<file path="src/core/ramp_evt_defs.vh">
`ifndef RAMP_EVT_DEFS_VH
`define RAMP_EVT_DEFS_VH
// ****************************************
// sizes and timing
// ****************************************
`define AXES           2
`define TICK_DIV       7'h63
`define THR_LSB        8
`define VEL_ONE        24'h000001
`define POS_ONE        32'h00000001
// ****************************************
// bus decode
// ****************************************
`define AXIS_BIT       6
`define HTRANS_ACT_BIT 1
`define HSIZE_WORD     3'h2
`define HRESP_OKAY     1'h0
// ****************************************
// register byte offsets inside one axis window
// ****************************************
`define OFS_MODE       6'h00
`define OFS_XPOS       6'h04
`define OFS_VACT       6'h08
`define OFS_MAX_VELOCITY       6'h0C
`define OFS_AMAX       6'h10
`define OFS_MAX_DECELERATION       6'h14
`define OFS_D1         6'h18
`define OFS_V1         6'h1C
`define OFS_XTGT       6'h20
`define OFS_SWM        6'h24
`define OFS_ZWD        6'h28
`define OFS_STAT       6'h2C
`define OFS_LATCH      6'h30
`define OFS_THRA       6'h34
`define OFS_THRB       6'h38
// ****************************************
// ramp modes
// ****************************************
`define MODE_POS       2'h0
`define MODE_VPOS      2'h1
`define MODE_VNEG      2'h2
`define MODE_HOLD      2'h3
// ****************************************
// switch mode fields
// ****************************************
`define SWM_STOP_L     0
`define SWM_STOP_R     1
`define SWM_POL_L      2
`define SWM_POL_R      3
`define SWM_LATCH_L    4
`define SWM_LATCH_R    5
`define SWM_SG_EN      6
`define SWM_SOFT       7
// ****************************************
// status fields
// ****************************************
`define ST_REF_L       0
`define ST_REF_R       1
`define ST_EV_L        2
`define ST_EV_R        3
`define ST_EV_SG       4
`define ST_EV_POS      5
`define ST_VEL_REACH   6
`define ST_POS_REACH   7
`define ST_VZERO       8
`define ST_ZWAIT       9
`define ST_STANDSTILL  10
`define ST_STALL       11
// ****************************************
// reset values
// ****************************************
`define RST_MODE       2'h3
`define RST_AMAX       16'h0100
`define RST_DEC        16'h0100
`define RST_ZWD        16'h0000
`define RST_SWM        8'h00
`endif

</file>
<file path="src/core/ramp_event_ctrl.v">
`timescale 1ns/100ps
`default_nettype none
`include "ramp_evt_defs.vh"
module ramp_event_ctrl (
	input  wire        CORE_CLK,
	input  wire        RST,
	input  wire        HSEL,
	input  wire [31:0] HADDR,
	input  wire [1:0]  HTRANS,
	input  wire        HWRITE,
	input  wire [2:0]  HSIZE,
	input  wire [31:0] HWDATA,
	input  wire        HREADY,
	output reg  [31:0] HRDATA,
	output reg         HREADYOUT,
	output reg         HRESP,
	input  wire [1:0]  REF_L,
	input  wire [1:0]  REF_R,
	input  wire [1:0]  STALL_IN,
	output reg  [1:0]  IRQ,
	output wire [1:0]  STEP,
	output wire [1:0]  DIR,
	output reg  [3:0]  VEL_RANGE
);
	localparam B_IDLE = 1'b0;
	localparam B_DATA = 1'b1;

	// ****************************************
	// shared decode
	// ****************************************
	function hit;
		input [31:0] a;
		input integer ax;
		input [5:0]  o;
		begin
			hit = (a[31:`AXIS_BIT+1] == 0) && (a[`AXIS_BIT] == ax[0]) && (a[5:0] == o);
		end
	endfunction

	function vcmp;
		input [23:0] v;
		input [23:0] t;
		begin
			vcmp = v[23:`THR_LSB] >= t[23:`THR_LSB];
		end
	endfunction

	// ****************************************
	// ahb-lite slave, one wait state per transfer
	// ****************************************
	reg         bst_r;
	reg         wr_q_r;
	reg         ok_q_r;
	reg  [31:0] addr_q_r;
	wire        take;
	wire        wr_p;
	wire        rd_p;
	wire        mapped;
	wire [63:0] rd_all;
	wire [31:0] rd_sel;

	assign take   = HSEL & HTRANS[`HTRANS_ACT_BIT] & HREADY & (bst_r == B_IDLE);
	assign wr_p   = (bst_r == B_DATA) & wr_q_r & ok_q_r;
	assign rd_p   = (bst_r == B_DATA) & ~wr_q_r & ok_q_r;
	assign mapped = (addr_q_r[31:`AXIS_BIT+1] == 0);
	assign rd_sel = addr_q_r[`AXIS_BIT] ? rd_all[63:32] : rd_all[31:0];

	// the wait state lets read data and read-clear come from flops in one cycle
	always @(posedge CORE_CLK or posedge RST)
	begin
		if (RST)
		begin
			bst_r     <= B_IDLE;
			wr_q_r    <= 1'b0;
			ok_q_r    <= 1'b0;
			addr_q_r  <= 32'h00000000;
			HRDATA    <= 32'h00000000;
			HREADYOUT <= 1'b1;
			HRESP     <= `HRESP_OKAY;
		end
		else
		begin
			HRESP <= `HRESP_OKAY;
			case (bst_r)
			B_IDLE:
			begin
				if (take)
				begin
					bst_r     <= B_DATA;
					HREADYOUT <= 1'b0;
					wr_q_r    <= HWRITE;
					ok_q_r    <= (HSIZE == `HSIZE_WORD);
					addr_q_r  <= HADDR;
				end
			end
			B_DATA:
			begin
				bst_r     <= B_IDLE;
				HREADYOUT <= 1'b1;
				HRDATA    <= (rd_p & mapped) ? rd_sel : 32'h00000000;
			end
			default:
			begin
				bst_r     <= B_IDLE;
				HREADYOUT <= 1'b1;
			end
			endcase
		end
	end

	// ****************************************
	// ramp tick divider
	// ****************************************
	reg [6:0] div_r;
	reg       tick_r;

	always @(posedge CORE_CLK or posedge RST)
	begin
		if (RST)
		begin
			div_r  <= 7'h00;
			tick_r <= 1'b0;
		end
		else
		begin
			tick_r <= (div_r == `TICK_DIV);
			div_r  <= (div_r == `TICK_DIV) ? 7'h00 : div_r + 7'h01;
		end
	end

	// ****************************************
	// switch and stall input conditioning
	// ****************************************
	wire [5:0] act;
	wire [5:0] pol_w;
	wire [1:0] irq_w;
	wire [3:0] range_w;

	ref_input_sync #(
		.W   (6)
	) u_sync (
		.clk   (CORE_CLK),
		.rst   (RST),
		.raw   ({STALL_IN, REF_R, REF_L}),
		.pol   (pol_w),
		.act_r (act)
	);

	always @(posedge CORE_CLK or posedge RST)
	begin
		if (RST)
		begin
			IRQ       <= 2'h0;
			VEL_RANGE <= 4'h0;
		end
		else
		begin
			IRQ       <= irq_w;
			VEL_RANGE <= range_w;
		end
	end

	// ****************************************
	// per-axis ramp, stop and event logic
	// ****************************************
	genvar i;
	generate
	for (i = 0; i < `AXES; i = i + 1)
	begin : ax
		reg  [1:0]         mode_r;
		reg  [31:0]        xtgt_r;
		reg  [22:0]        max_velocity_r;
		reg  [15:0]        amax_r;
		reg  [15:0]        max_deceleration_r;
		reg  [15:0]        d1_r;
		reg  [19:0]        v1_r;
		reg  [7:0]         swm_r;
		reg  [15:0]        zwd_r;
		reg  [23:0]        thra_r;
		reg  [23:0]        thrb_r;
		reg  [31:0]        latch_r;
		reg  signed [23:0] vel_r;
		reg  [15:0]        zw_cnt_r;
		reg                ev_l_r;
		reg                ev_r_r;
		reg                ev_sg_r;
		reg                ev_pos_r;
		reg                at_tgt_q_r;
		reg                stop_q_r;
		reg                sw_l_q_r;
		reg                sw_r_q_r;
		reg  signed [24:0] tv;
		reg  signed [24:0] cur;
		reg  signed [24:0] up;
		reg  signed [24:0] dn;
		reg  [15:0]        rate;
		reg  signed [23:0] vel_nxt;
		reg  [31:0]        rd;
		wire [31:0]        pos;
		wire [23:0]        absv;
		wire               sw_l;
		wire               sw_r;
		wire               stall;
		wire               clr;
		wire               set_l;
		wire               set_r;
		wire               set_sg;
		wire               stop_hold;
		wire               hard;
		wire               at_tgt;
		wire               zw_act;
		wire               block;
		wire               vzero;

		assign sw_l      = act[i];
		assign sw_r      = act[2+i];
		assign stall     = act[4+i];
		assign pol_w[i]   = swm_r[`SWM_POL_L];
		assign pol_w[2+i] = swm_r[`SWM_POL_R];
		assign pol_w[4+i] = 1'b0;
		// status read of this axis only; host must read status before position
		assign clr       = rd_p & hit(addr_q_r, i, `OFS_STAT);
		assign set_l     = swm_r[`SWM_STOP_L] & sw_l;
		assign set_r     = swm_r[`SWM_STOP_R] & sw_r;
		assign set_sg    = swm_r[`SWM_SG_EN] & stall;
		assign stop_hold = ev_l_r | ev_r_r | ev_sg_r;
		assign hard      = (stop_hold | set_l | set_r | set_sg) & ~swm_r[`SWM_SOFT];
		assign at_tgt    = (mode_r == `MODE_POS) & (pos == xtgt_r);
		assign zw_act    = (zw_cnt_r != 16'h0000);
		// steps are gated in the same cycle as a hard stop so the latch matches position
		assign block     = hard | (mode_r == `MODE_HOLD) | at_tgt;
		assign vzero     = (vel_r == 24'h000000);
		assign absv      = vel_r[23] ? (~vel_r + `VEL_ONE) : vel_r;
		assign irq_w[i]  = ev_l_r | ev_r_r | ev_sg_r | ev_pos_r;
		assign range_w[2*i]   = vcmp(absv, thra_r);
		assign range_w[2*i+1] = vcmp(absv, thrb_r);
		assign rd_all[32*i +: 32] = rd;

		always @*
		begin
			case (mode_r)
			`MODE_POS:
				if (at_tgt)
					tv = 25'h0000000;
				else if ($signed(xtgt_r) > $signed(pos))
					tv = {2'h0, max_velocity_r};
				else
					tv = -{2'h0, max_velocity_r};
			`MODE_VPOS: tv = {2'h0, max_velocity_r};
			`MODE_VNEG: tv = -{2'h0, max_velocity_r};
			default:    tv = 25'h0000000;
			endcase
			if (stop_hold | zw_act)
				tv = 25'h0000000;
			rate = amax_r;
			if (stop_hold & swm_r[`SWM_SOFT])
				rate = vcmp(absv, {4'h0, v1_r}) ? max_deceleration_r : d1_r;
			cur = {vel_r[23], vel_r};
			up  = cur + $signed({9'h000, rate});
			dn  = cur - $signed({9'h000, rate});
			if (cur < tv)
				vel_nxt = (up > tv) ? tv[23:0] : up[23:0];
			else if (cur > tv)
				vel_nxt = (dn < tv) ? tv[23:0] : dn[23:0];
			else
				vel_nxt = vel_r;
		end

		always @*
		begin
			rd = 32'h00000000;
			case (addr_q_r[5:0])
			`OFS_MODE:  rd[1:0]  = mode_r;
			`OFS_XPOS:  rd       = pos;
			`OFS_VACT:  rd       = {{8{vel_r[23]}}, vel_r};
			`OFS_MAX_VELOCITY:  rd[22:0] = max_velocity_r;
			`OFS_AMAX:  rd[15:0] = amax_r;
			`OFS_MAX_DECELERATION:  rd[15:0] = max_deceleration_r;
			`OFS_D1:    rd[15:0] = d1_r;
			`OFS_V1:    rd[19:0] = v1_r;
			`OFS_XTGT:  rd       = xtgt_r;
			`OFS_SWM:   rd[7:0]  = swm_r;
			`OFS_ZWD:   rd[15:0] = zwd_r;
			`OFS_LATCH: rd       = latch_r;
			`OFS_THRA:  rd[23:0] = thra_r;
			`OFS_THRB:  rd[23:0] = thrb_r;
			`OFS_STAT:
			begin
				rd[`ST_REF_L]      = sw_l;
				rd[`ST_REF_R]      = sw_r;
				rd[`ST_EV_L]       = ev_l_r;
				rd[`ST_EV_R]       = ev_r_r;
				rd[`ST_EV_SG]      = ev_sg_r;
				rd[`ST_EV_POS]     = ev_pos_r;
				rd[`ST_VEL_REACH]  = (cur == tv);
				rd[`ST_POS_REACH]  = at_tgt;
				rd[`ST_VZERO]      = vzero;
				rd[`ST_ZWAIT]      = zw_act;
				rd[`ST_STANDSTILL] = vzero & ~zw_act & (tv == 25'h0000000);
				rd[`ST_STALL]      = stall;
			end
			default:    rd = 32'h00000000;
			endcase
		end

		always @(posedge CORE_CLK or posedge RST)
		begin
			if (RST)
			begin
				mode_r     <= `RST_MODE;
				xtgt_r     <= 32'h00000000;
				max_velocity_r     <= 23'h000000;
				amax_r     <= `RST_AMAX;
				max_deceleration_r     <= `RST_DEC;
				d1_r       <= `RST_DEC;
				v1_r       <= 20'h00000;
				swm_r      <= `RST_SWM;
				zwd_r      <= `RST_ZWD;
				thra_r     <= 24'h000000;
				thrb_r     <= 24'h000000;
				latch_r    <= 32'h00000000;
				vel_r      <= 24'h000000;
				zw_cnt_r   <= 16'h0000;
				ev_l_r     <= 1'b0;
				ev_r_r     <= 1'b0;
				ev_sg_r    <= 1'b0;
				ev_pos_r   <= 1'b0;
				at_tgt_q_r <= 1'b0;
				stop_q_r   <= 1'b0;
				sw_l_q_r   <= 1'b0;
				sw_r_q_r   <= 1'b0;
			end
			else
			begin
				if (wr_p & hit(addr_q_r, i, `OFS_MODE))
					mode_r <= HWDATA[1:0];
				if (wr_p & hit(addr_q_r, i, `OFS_XTGT))
					xtgt_r <= HWDATA;
				if (wr_p & hit(addr_q_r, i, `OFS_MAX_VELOCITY))
					max_velocity_r <= HWDATA[22:0];
				if (wr_p & hit(addr_q_r, i, `OFS_AMAX))
					amax_r <= HWDATA[15:0];
				if (wr_p & hit(addr_q_r, i, `OFS_MAX_DECELERATION))
					max_deceleration_r <= HWDATA[15:0];
				if (wr_p & hit(addr_q_r, i, `OFS_D1))
					d1_r <= HWDATA[15:0];
				if (wr_p & hit(addr_q_r, i, `OFS_V1))
					v1_r <= HWDATA[19:0];
				if (wr_p & hit(addr_q_r, i, `OFS_SWM))
					swm_r <= HWDATA[7:0];
				if (wr_p & hit(addr_q_r, i, `OFS_ZWD))
					zwd_r <= HWDATA[15:0];
				if (wr_p & hit(addr_q_r, i, `OFS_THRA))
					thra_r <= HWDATA[23:0];
				if (wr_p & hit(addr_q_r, i, `OFS_THRB))
					thrb_r <= HWDATA[23:0];
				// a new event in the clearing cycle survives the read
				ev_l_r   <= set_l | (ev_l_r & ~clr);
				ev_r_r   <= set_r | (ev_r_r & ~clr);
				ev_sg_r  <= set_sg | (ev_sg_r & ~clr);
				ev_pos_r <= (at_tgt & ~at_tgt_q_r) | (ev_pos_r & ~clr);
				at_tgt_q_r <= at_tgt;
				stop_q_r   <= stop_hold;
				sw_l_q_r   <= sw_l;
				sw_r_q_r   <= sw_r;
				if (swm_r[`SWM_LATCH_L] & sw_l & ~sw_l_q_r)
					latch_r <= pos;
				else if (swm_r[`SWM_LATCH_R] & sw_r & ~sw_r_q_r)
					latch_r <= pos;
				// restart waits so the host can enter hold first
				if (stop_q_r & ~stop_hold)
					zw_cnt_r <= zwd_r;
				else if (tick_r & zw_act)
					zw_cnt_r <= zw_cnt_r - 16'h0001;
				if (block)
					vel_r <= 24'h000000;
				else if (tick_r)
					vel_r <= vel_nxt;
			end
		end

		step_position_counter u_step (
			.clk        (CORE_CLK),
			.rst        (RST),
			.velocity   (vel_r),
			.block      (block),
			.load       (wr_p & hit(addr_q_r, i, `OFS_XPOS)),
			.load_value (HWDATA),
			.position_r (pos),
			.step_r     (STEP[i]),
			.dir_r      (DIR[i])
		);
	end
	endgenerate
endmodule // ramp_event_ctrl
`default_nettype wire

</file>
<file path="src/core/ref_input_sync.v">
`timescale 1ns/100ps
`default_nettype none
module ref_input_sync #(
	parameter W = 6
) (
	input  wire         clk,
	input  wire         rst,
	input  wire [W-1:0] raw,
	input  wire [W-1:0] pol,
	output reg  [W-1:0] act_r
);
	reg [W-1:0] s1_r;
	reg [W-1:0] s2_r;
	// polarity is applied after the second stage so stage one feeds nothing else
	always @(posedge clk or posedge rst)
	begin
		if (rst)
		begin
			s1_r  <= {W{1'b0}};
			s2_r  <= {W{1'b0}};
			act_r <= {W{1'b0}};
		end
		else
		begin
			s1_r  <= raw;
			s2_r  <= s1_r;
			act_r <= s2_r ^ pol;
		end
	end
endmodule // ref_input_sync
`default_nettype wire

</file>
<file path="src/core/step_position_counter.v">
`timescale 1ns/100ps
`default_nettype none
`include "ramp_evt_defs.vh"
module step_position_counter (
	input  wire               clk,
	input  wire               rst,
	input  wire signed [23:0] velocity,
	input  wire               block,
	input  wire               load,
	input  wire [31:0]        load_value,
	output reg  [31:0]        position_r,
	output reg                step_r,
	output reg                dir_r
);
	reg  [23:0] acc_r;
	wire [23:0] mag;
	wire [24:0] sum;
	wire        fire;
	assign mag  = velocity[23] ? (~velocity + `VEL_ONE) : velocity;
	assign sum  = {1'b0, acc_r} + {1'b0, mag};
	// carry only counts while speed is nonzero: no accumulator state can step at zero
	assign fire = sum[24] & (mag != 24'h000000) & ~block;
	always @(posedge clk or posedge rst)
	begin
		if (rst)
		begin
			acc_r      <= 24'h000000;
			position_r <= 32'h00000000;
			step_r     <= 1'b0;
			dir_r      <= 1'b0;
		end
		else
		begin
			step_r <= fire;
			dir_r  <= velocity[23];
			if (mag != 24'h000000)
				acc_r <= sum[23:0];
			if (load)
				position_r <= load_value;
			else if (fire)
				position_r <= velocity[23] ? position_r - `POS_ONE : position_r + `POS_ONE;
		end
	end
endmodule // step_position_counter
`default_nettype wire

</file>
<file path="config.mk">
export PLATFORM = sky130hd
export DESIGN_NAME = ramp_event_ctrl
export DESIGN_NICKNAME = d
export VERILOG_FILES = /design/src/core/ramp_event_ctrl.v /design/src/core/ref_input_sync.v /design/src/core/step_position_counter.v
export VERILOG_INCLUDE_DIRS = /design/src /design/src/core
export SDC_FILE = /design/constraint.sdc
export NUM_CORES = 2
export LEC_CHECK = 0
export ABC_CLOCK_PERIOD_IN_PS = 79200
export BUFFER_PORTS_ARGS = -buffer_cell sky130_fd_sc_hd__buf_2
export CAP_MARGIN = 25
export CORE_ASPECT_RATIO = 1.25
export CORE_MARGIN = 2
export CORE_UTILIZATION = 52
export DETAILED_ROUTE_END_ITERATION = 7
export GPL_TIMING_DRIVEN = 0
export PLACE_DENSITY_LB_ADDON = 0.1
export SYNTH_ARGS = -nofsm -noshare
export SYNTH_HDL_FRONTEND = slang
export SYNTH_SLANG_ARGS = --single-unit
export TNS_END_PERCENT = 20
</file>
<file path="constraint.sdc">
create_clock -name CORE_CLK -period 79.2 [get_ports CORE_CLK]
set_input_delay 11.88 -clock CORE_CLK [delete_from_list [all_inputs] [get_ports CORE_CLK]]
set_output_delay 11.88 -clock CORE_CLK [all_outputs]
set_load 0.02 [all_outputs]
</file>
==> impl_metrics.tcl <==
set metrics [dict create \
    status "finished, violations left" \
    violations "design-rule violations" \
    wl_per_cell_um 31.24 \
    synth_ff_type "dfrtp_1" \
    hold_viol_final 0 \
    regToRegSetupSlack_ns 66.59 \
    dp_cells 7184 \
    cts_resized 0 \
    timing.rr.end "ax[0].vel_r[8]" \
    drtIter0Drc 6202 \
    criticalPathCategory "input port to async pin" \
    finalPower_mw 1.021 \
    route.detailed.drc 5 \
    grt_start_max_net_pins 129 \
    finalNetCount 6537 \
    mostFrequentLayoutCells "dfrtp_1 (757), nand2_1 (567), ha_1 (493)" \
    cts_tree "built" \
    cp-startpoint "RST" \
    final_common_cell "dfrtp_1" \
    cts_buffers 86 \
    max_freq_mhz 74.50 \
    cts_root_buf "clkbuf_16" \
    cp.arrival_ns 14.16 \
    maxCapViolCount 0 \
    port-buffer-count 110 \
    rows 131 \
    yosysUniqueCellTypes 91 \
    clkSinkCount 770 \
    finalCritPeriodShare_pct 16.95 \
    clk_latency_ns 0.73 \
    grt_pass1_vias 46700 \
    ctsLongestPathBuffers 3 \
    clkSlewWorstSetupHoldPaths_ns 0.06 \
    design_area_sq_um 59690 \
    cts_hold_buf 0 \
    ys_warn_count 0 \
    pre_cts_ws_ns 64.97 \
    grt_use_met2_pct 63.12 \
    vias 49210 \
    drtPass1Iterations 8 \
    crit_end "ax[1].vel_r[23]" \
    final.setup.tns_ns 0 \
    start_util_pct 52.48 \
    worstPathMaxFanout 109 \
    post_dp_cell_area_sq_um 56590 \
    grtUsageMet3_pct 12.95 \
    rsz0062_at_grt "no" \
    skew_ns 0.05367 \
    synth_seq_area_share_pct 35.93 \
    gp_congestion 1.024 \
    maxSlewViolCount 0 \
    synth_cells 5698 \
    p_leak_nw 27.36 \
    grt_overflow 0 \
    max-vdd-ir-drop_v 0.00002064 \
    htree_levels 3 \
    layout-drive-gt1-share_pct 14.78 \
    track_usage_pct 42.74 \
    syn-num-nets 6279 \
    grt_pass1_wl_um 327900 \
    ios 124 \
    hp-class "register to register" \
    ys_seq_elements 770 \
    p_per_area_nw_per_um2 17.10 \
    cp.required_ns 79.94 \
    worst_slack_ns 65.78 \
    syn2layout_area_growth_pct 11.22 \
    die_area_sq_um 105800 \
    die_x_um 291.4 \
    fin_crit_ns 13.42 \
    syn_area_per_cell_sq_um 9.420 \
    crit_path_end_kind "async pin" \
    grt_util_met1_pct 54.82 \
    dp_hpwl_um 179100 \
    r2r_start "ax[0].vel_r[1]" \
    tightest_slew_ns 1.414 \
    antenna_found_initial 15 \
    utilization_pct 58.37 \
    worst_setup_path_start_kind "input port" \
    finalSetupViolations 0 \
    busiest_layer "met2" \
    viasPerCell 6.675 \
    antenna_left 0 \
    whs_ns 0.3471 \
    synth_edf_count 0 \
    synthArstFlopShare_pct 100.0 \
    netlist_area_sq_um 53670 \
    wirelength_um 230300 \
    fin_cells 7372 \
    die_h_um 363.2 \
    relSlewSlack_pct 5.709 \
    fp.coreArea_sq_um 102300 \
    reg2regPathDepth 46 \
    postCtsSetupRepairBufs 0 \
]
registers in the layout, indices dropped and copies added (netlist names), 46 cells and up:
signal,count
ax.u_step.acc_r,48
ax.thrb_r,48
ax.u_step.position_r,64
ax.max_velocity_r,46
ax.vel_r,48
ax.xtgt_r,64
ax.thra_r,48
ax.latch_r,64
cells in the mapped netlist, types with 12 or more instances:
library cell  number  share of area [%]
or2_2             23               0.27
clkbuf_1         252                1.8
a221oi_1          75                1.2
a22o_1            40               0.65
xor2_1            85                1.4
or3_1             42               0.49
o21bai_1          39               0.55
or4_1             20               0.28
nand3_1          115                1.1
o31ai_1           32               0.45
nor2b_1           55               0.64
a21oi_1          326                3.0
mux2_2           490                 10
xnor2_1          178                2.9
a222oi_1          47               0.88
nand2_1          567                4.0
a21o_1           157                2.2
o311ai_0          12               0.20
nor2_1           320                2.2
o21a_1            80                1.1
a31oi_1           36               0.42
a22oi_1           87                1.2
o21ai_1           42               0.39
nor4_1            42               0.49
o22ai_1           38               0.44
nand2b_1          51               0.59
and2_1            21               0.24
o2111ai_1         14               0.23
ha_1             493                 11
o21ai_0          261                2.4
a211oi_1          34               0.48
mux2i_1           45               0.84
o41ai_1           17               0.28
o31a_1            23               0.38
inv_1            280                2.0
nor3_1           116                1.1
a211o_1           15               0.24
and3_1            31               0.36
dfrtp_1          759                 35
o211ai_1          29               0.41
nand4_1           63               0.73
nor4b_1           12               0.20
buf_1             37               0.26
o221ai_1          12               0.20
report_power, final:
part | internal [mW] | total [mW] | switching, mW
Sequential | 0.412 | 0.433 | 0.0212
Clock | 0.236 | 0.425 | 0.189
Combinational | 0.0523 | 0.163 | 0.110
cell families (layout without fill, tap and decap cells):
| group | Yosys count | in the layout | synth area share, % |
|---|---|---|---|
| other cells | 1 | 16 | 0.006987 |
| mux | 536 | 536 | 11.14 |
| xor+xnor | 263 | 263 | 4.292 |
| compound gates | 1523 | 1523 | 19.40 |
| flops | 770 | 770 | 35.93 |
| buf+inv | 590 | 919 | 4.226 |
| simple gates | 1514 | 1514 | 13.22 |
| fa+ha+maj | 501 | 501 | 11.79 |
worst max-delay path, stage by stage:
cell and delay, ns:
buf_2 0.13, inv_8 0.48, buf_16 0.50, buf_16 0.44, buf_16 0.41
metal layers:
layer	up-vias	wire [um]	part of all wire (%)
met5	-	288	0.13
met4	14	15850	6.9
met3	720	25720	11
met2	2872	97010	42
met1	24120	91480	40
li1	21480	-	-
area by class of cell:
cell class,instances,area [sq um]
repair buffers,170,1393
fillers,9234,42580
multi-input cells,4338,32140
plain buffers,306,1202
inverters,284,1074
well taps,1330,1664
clock buffers,114,2407
flip-flops and latches,770,19280
diodes,15,37.54
clock inverters,45,489.2
worst min path at each step:
stage / start / end / slack (ns) / depth (start not counted)
final: u_sync.s1_r[5] / u_sync.s2_r[5] / 0.35 / 0
after global routing: u_sync.s1_r[2] / u_sync.s2_r[2] / 0.35 / 0
after CTS: u_sync.s1_r[3] / u_sync.s2_r[3] / 0.35 / 0
after detailed placement: u_sync.s1_r[0] / u_sync.s2_r[0] / 0.33 / 0
after global placement: u_sync.s1_r[0] / u_sync.s2_r[0] / 0.33 / 0
after floorplan: u_sync.s2_r[4] / u_sync.act_r[4] / 0.33 / 0
No activity file was read; power rests on OpenSTA's default activity.
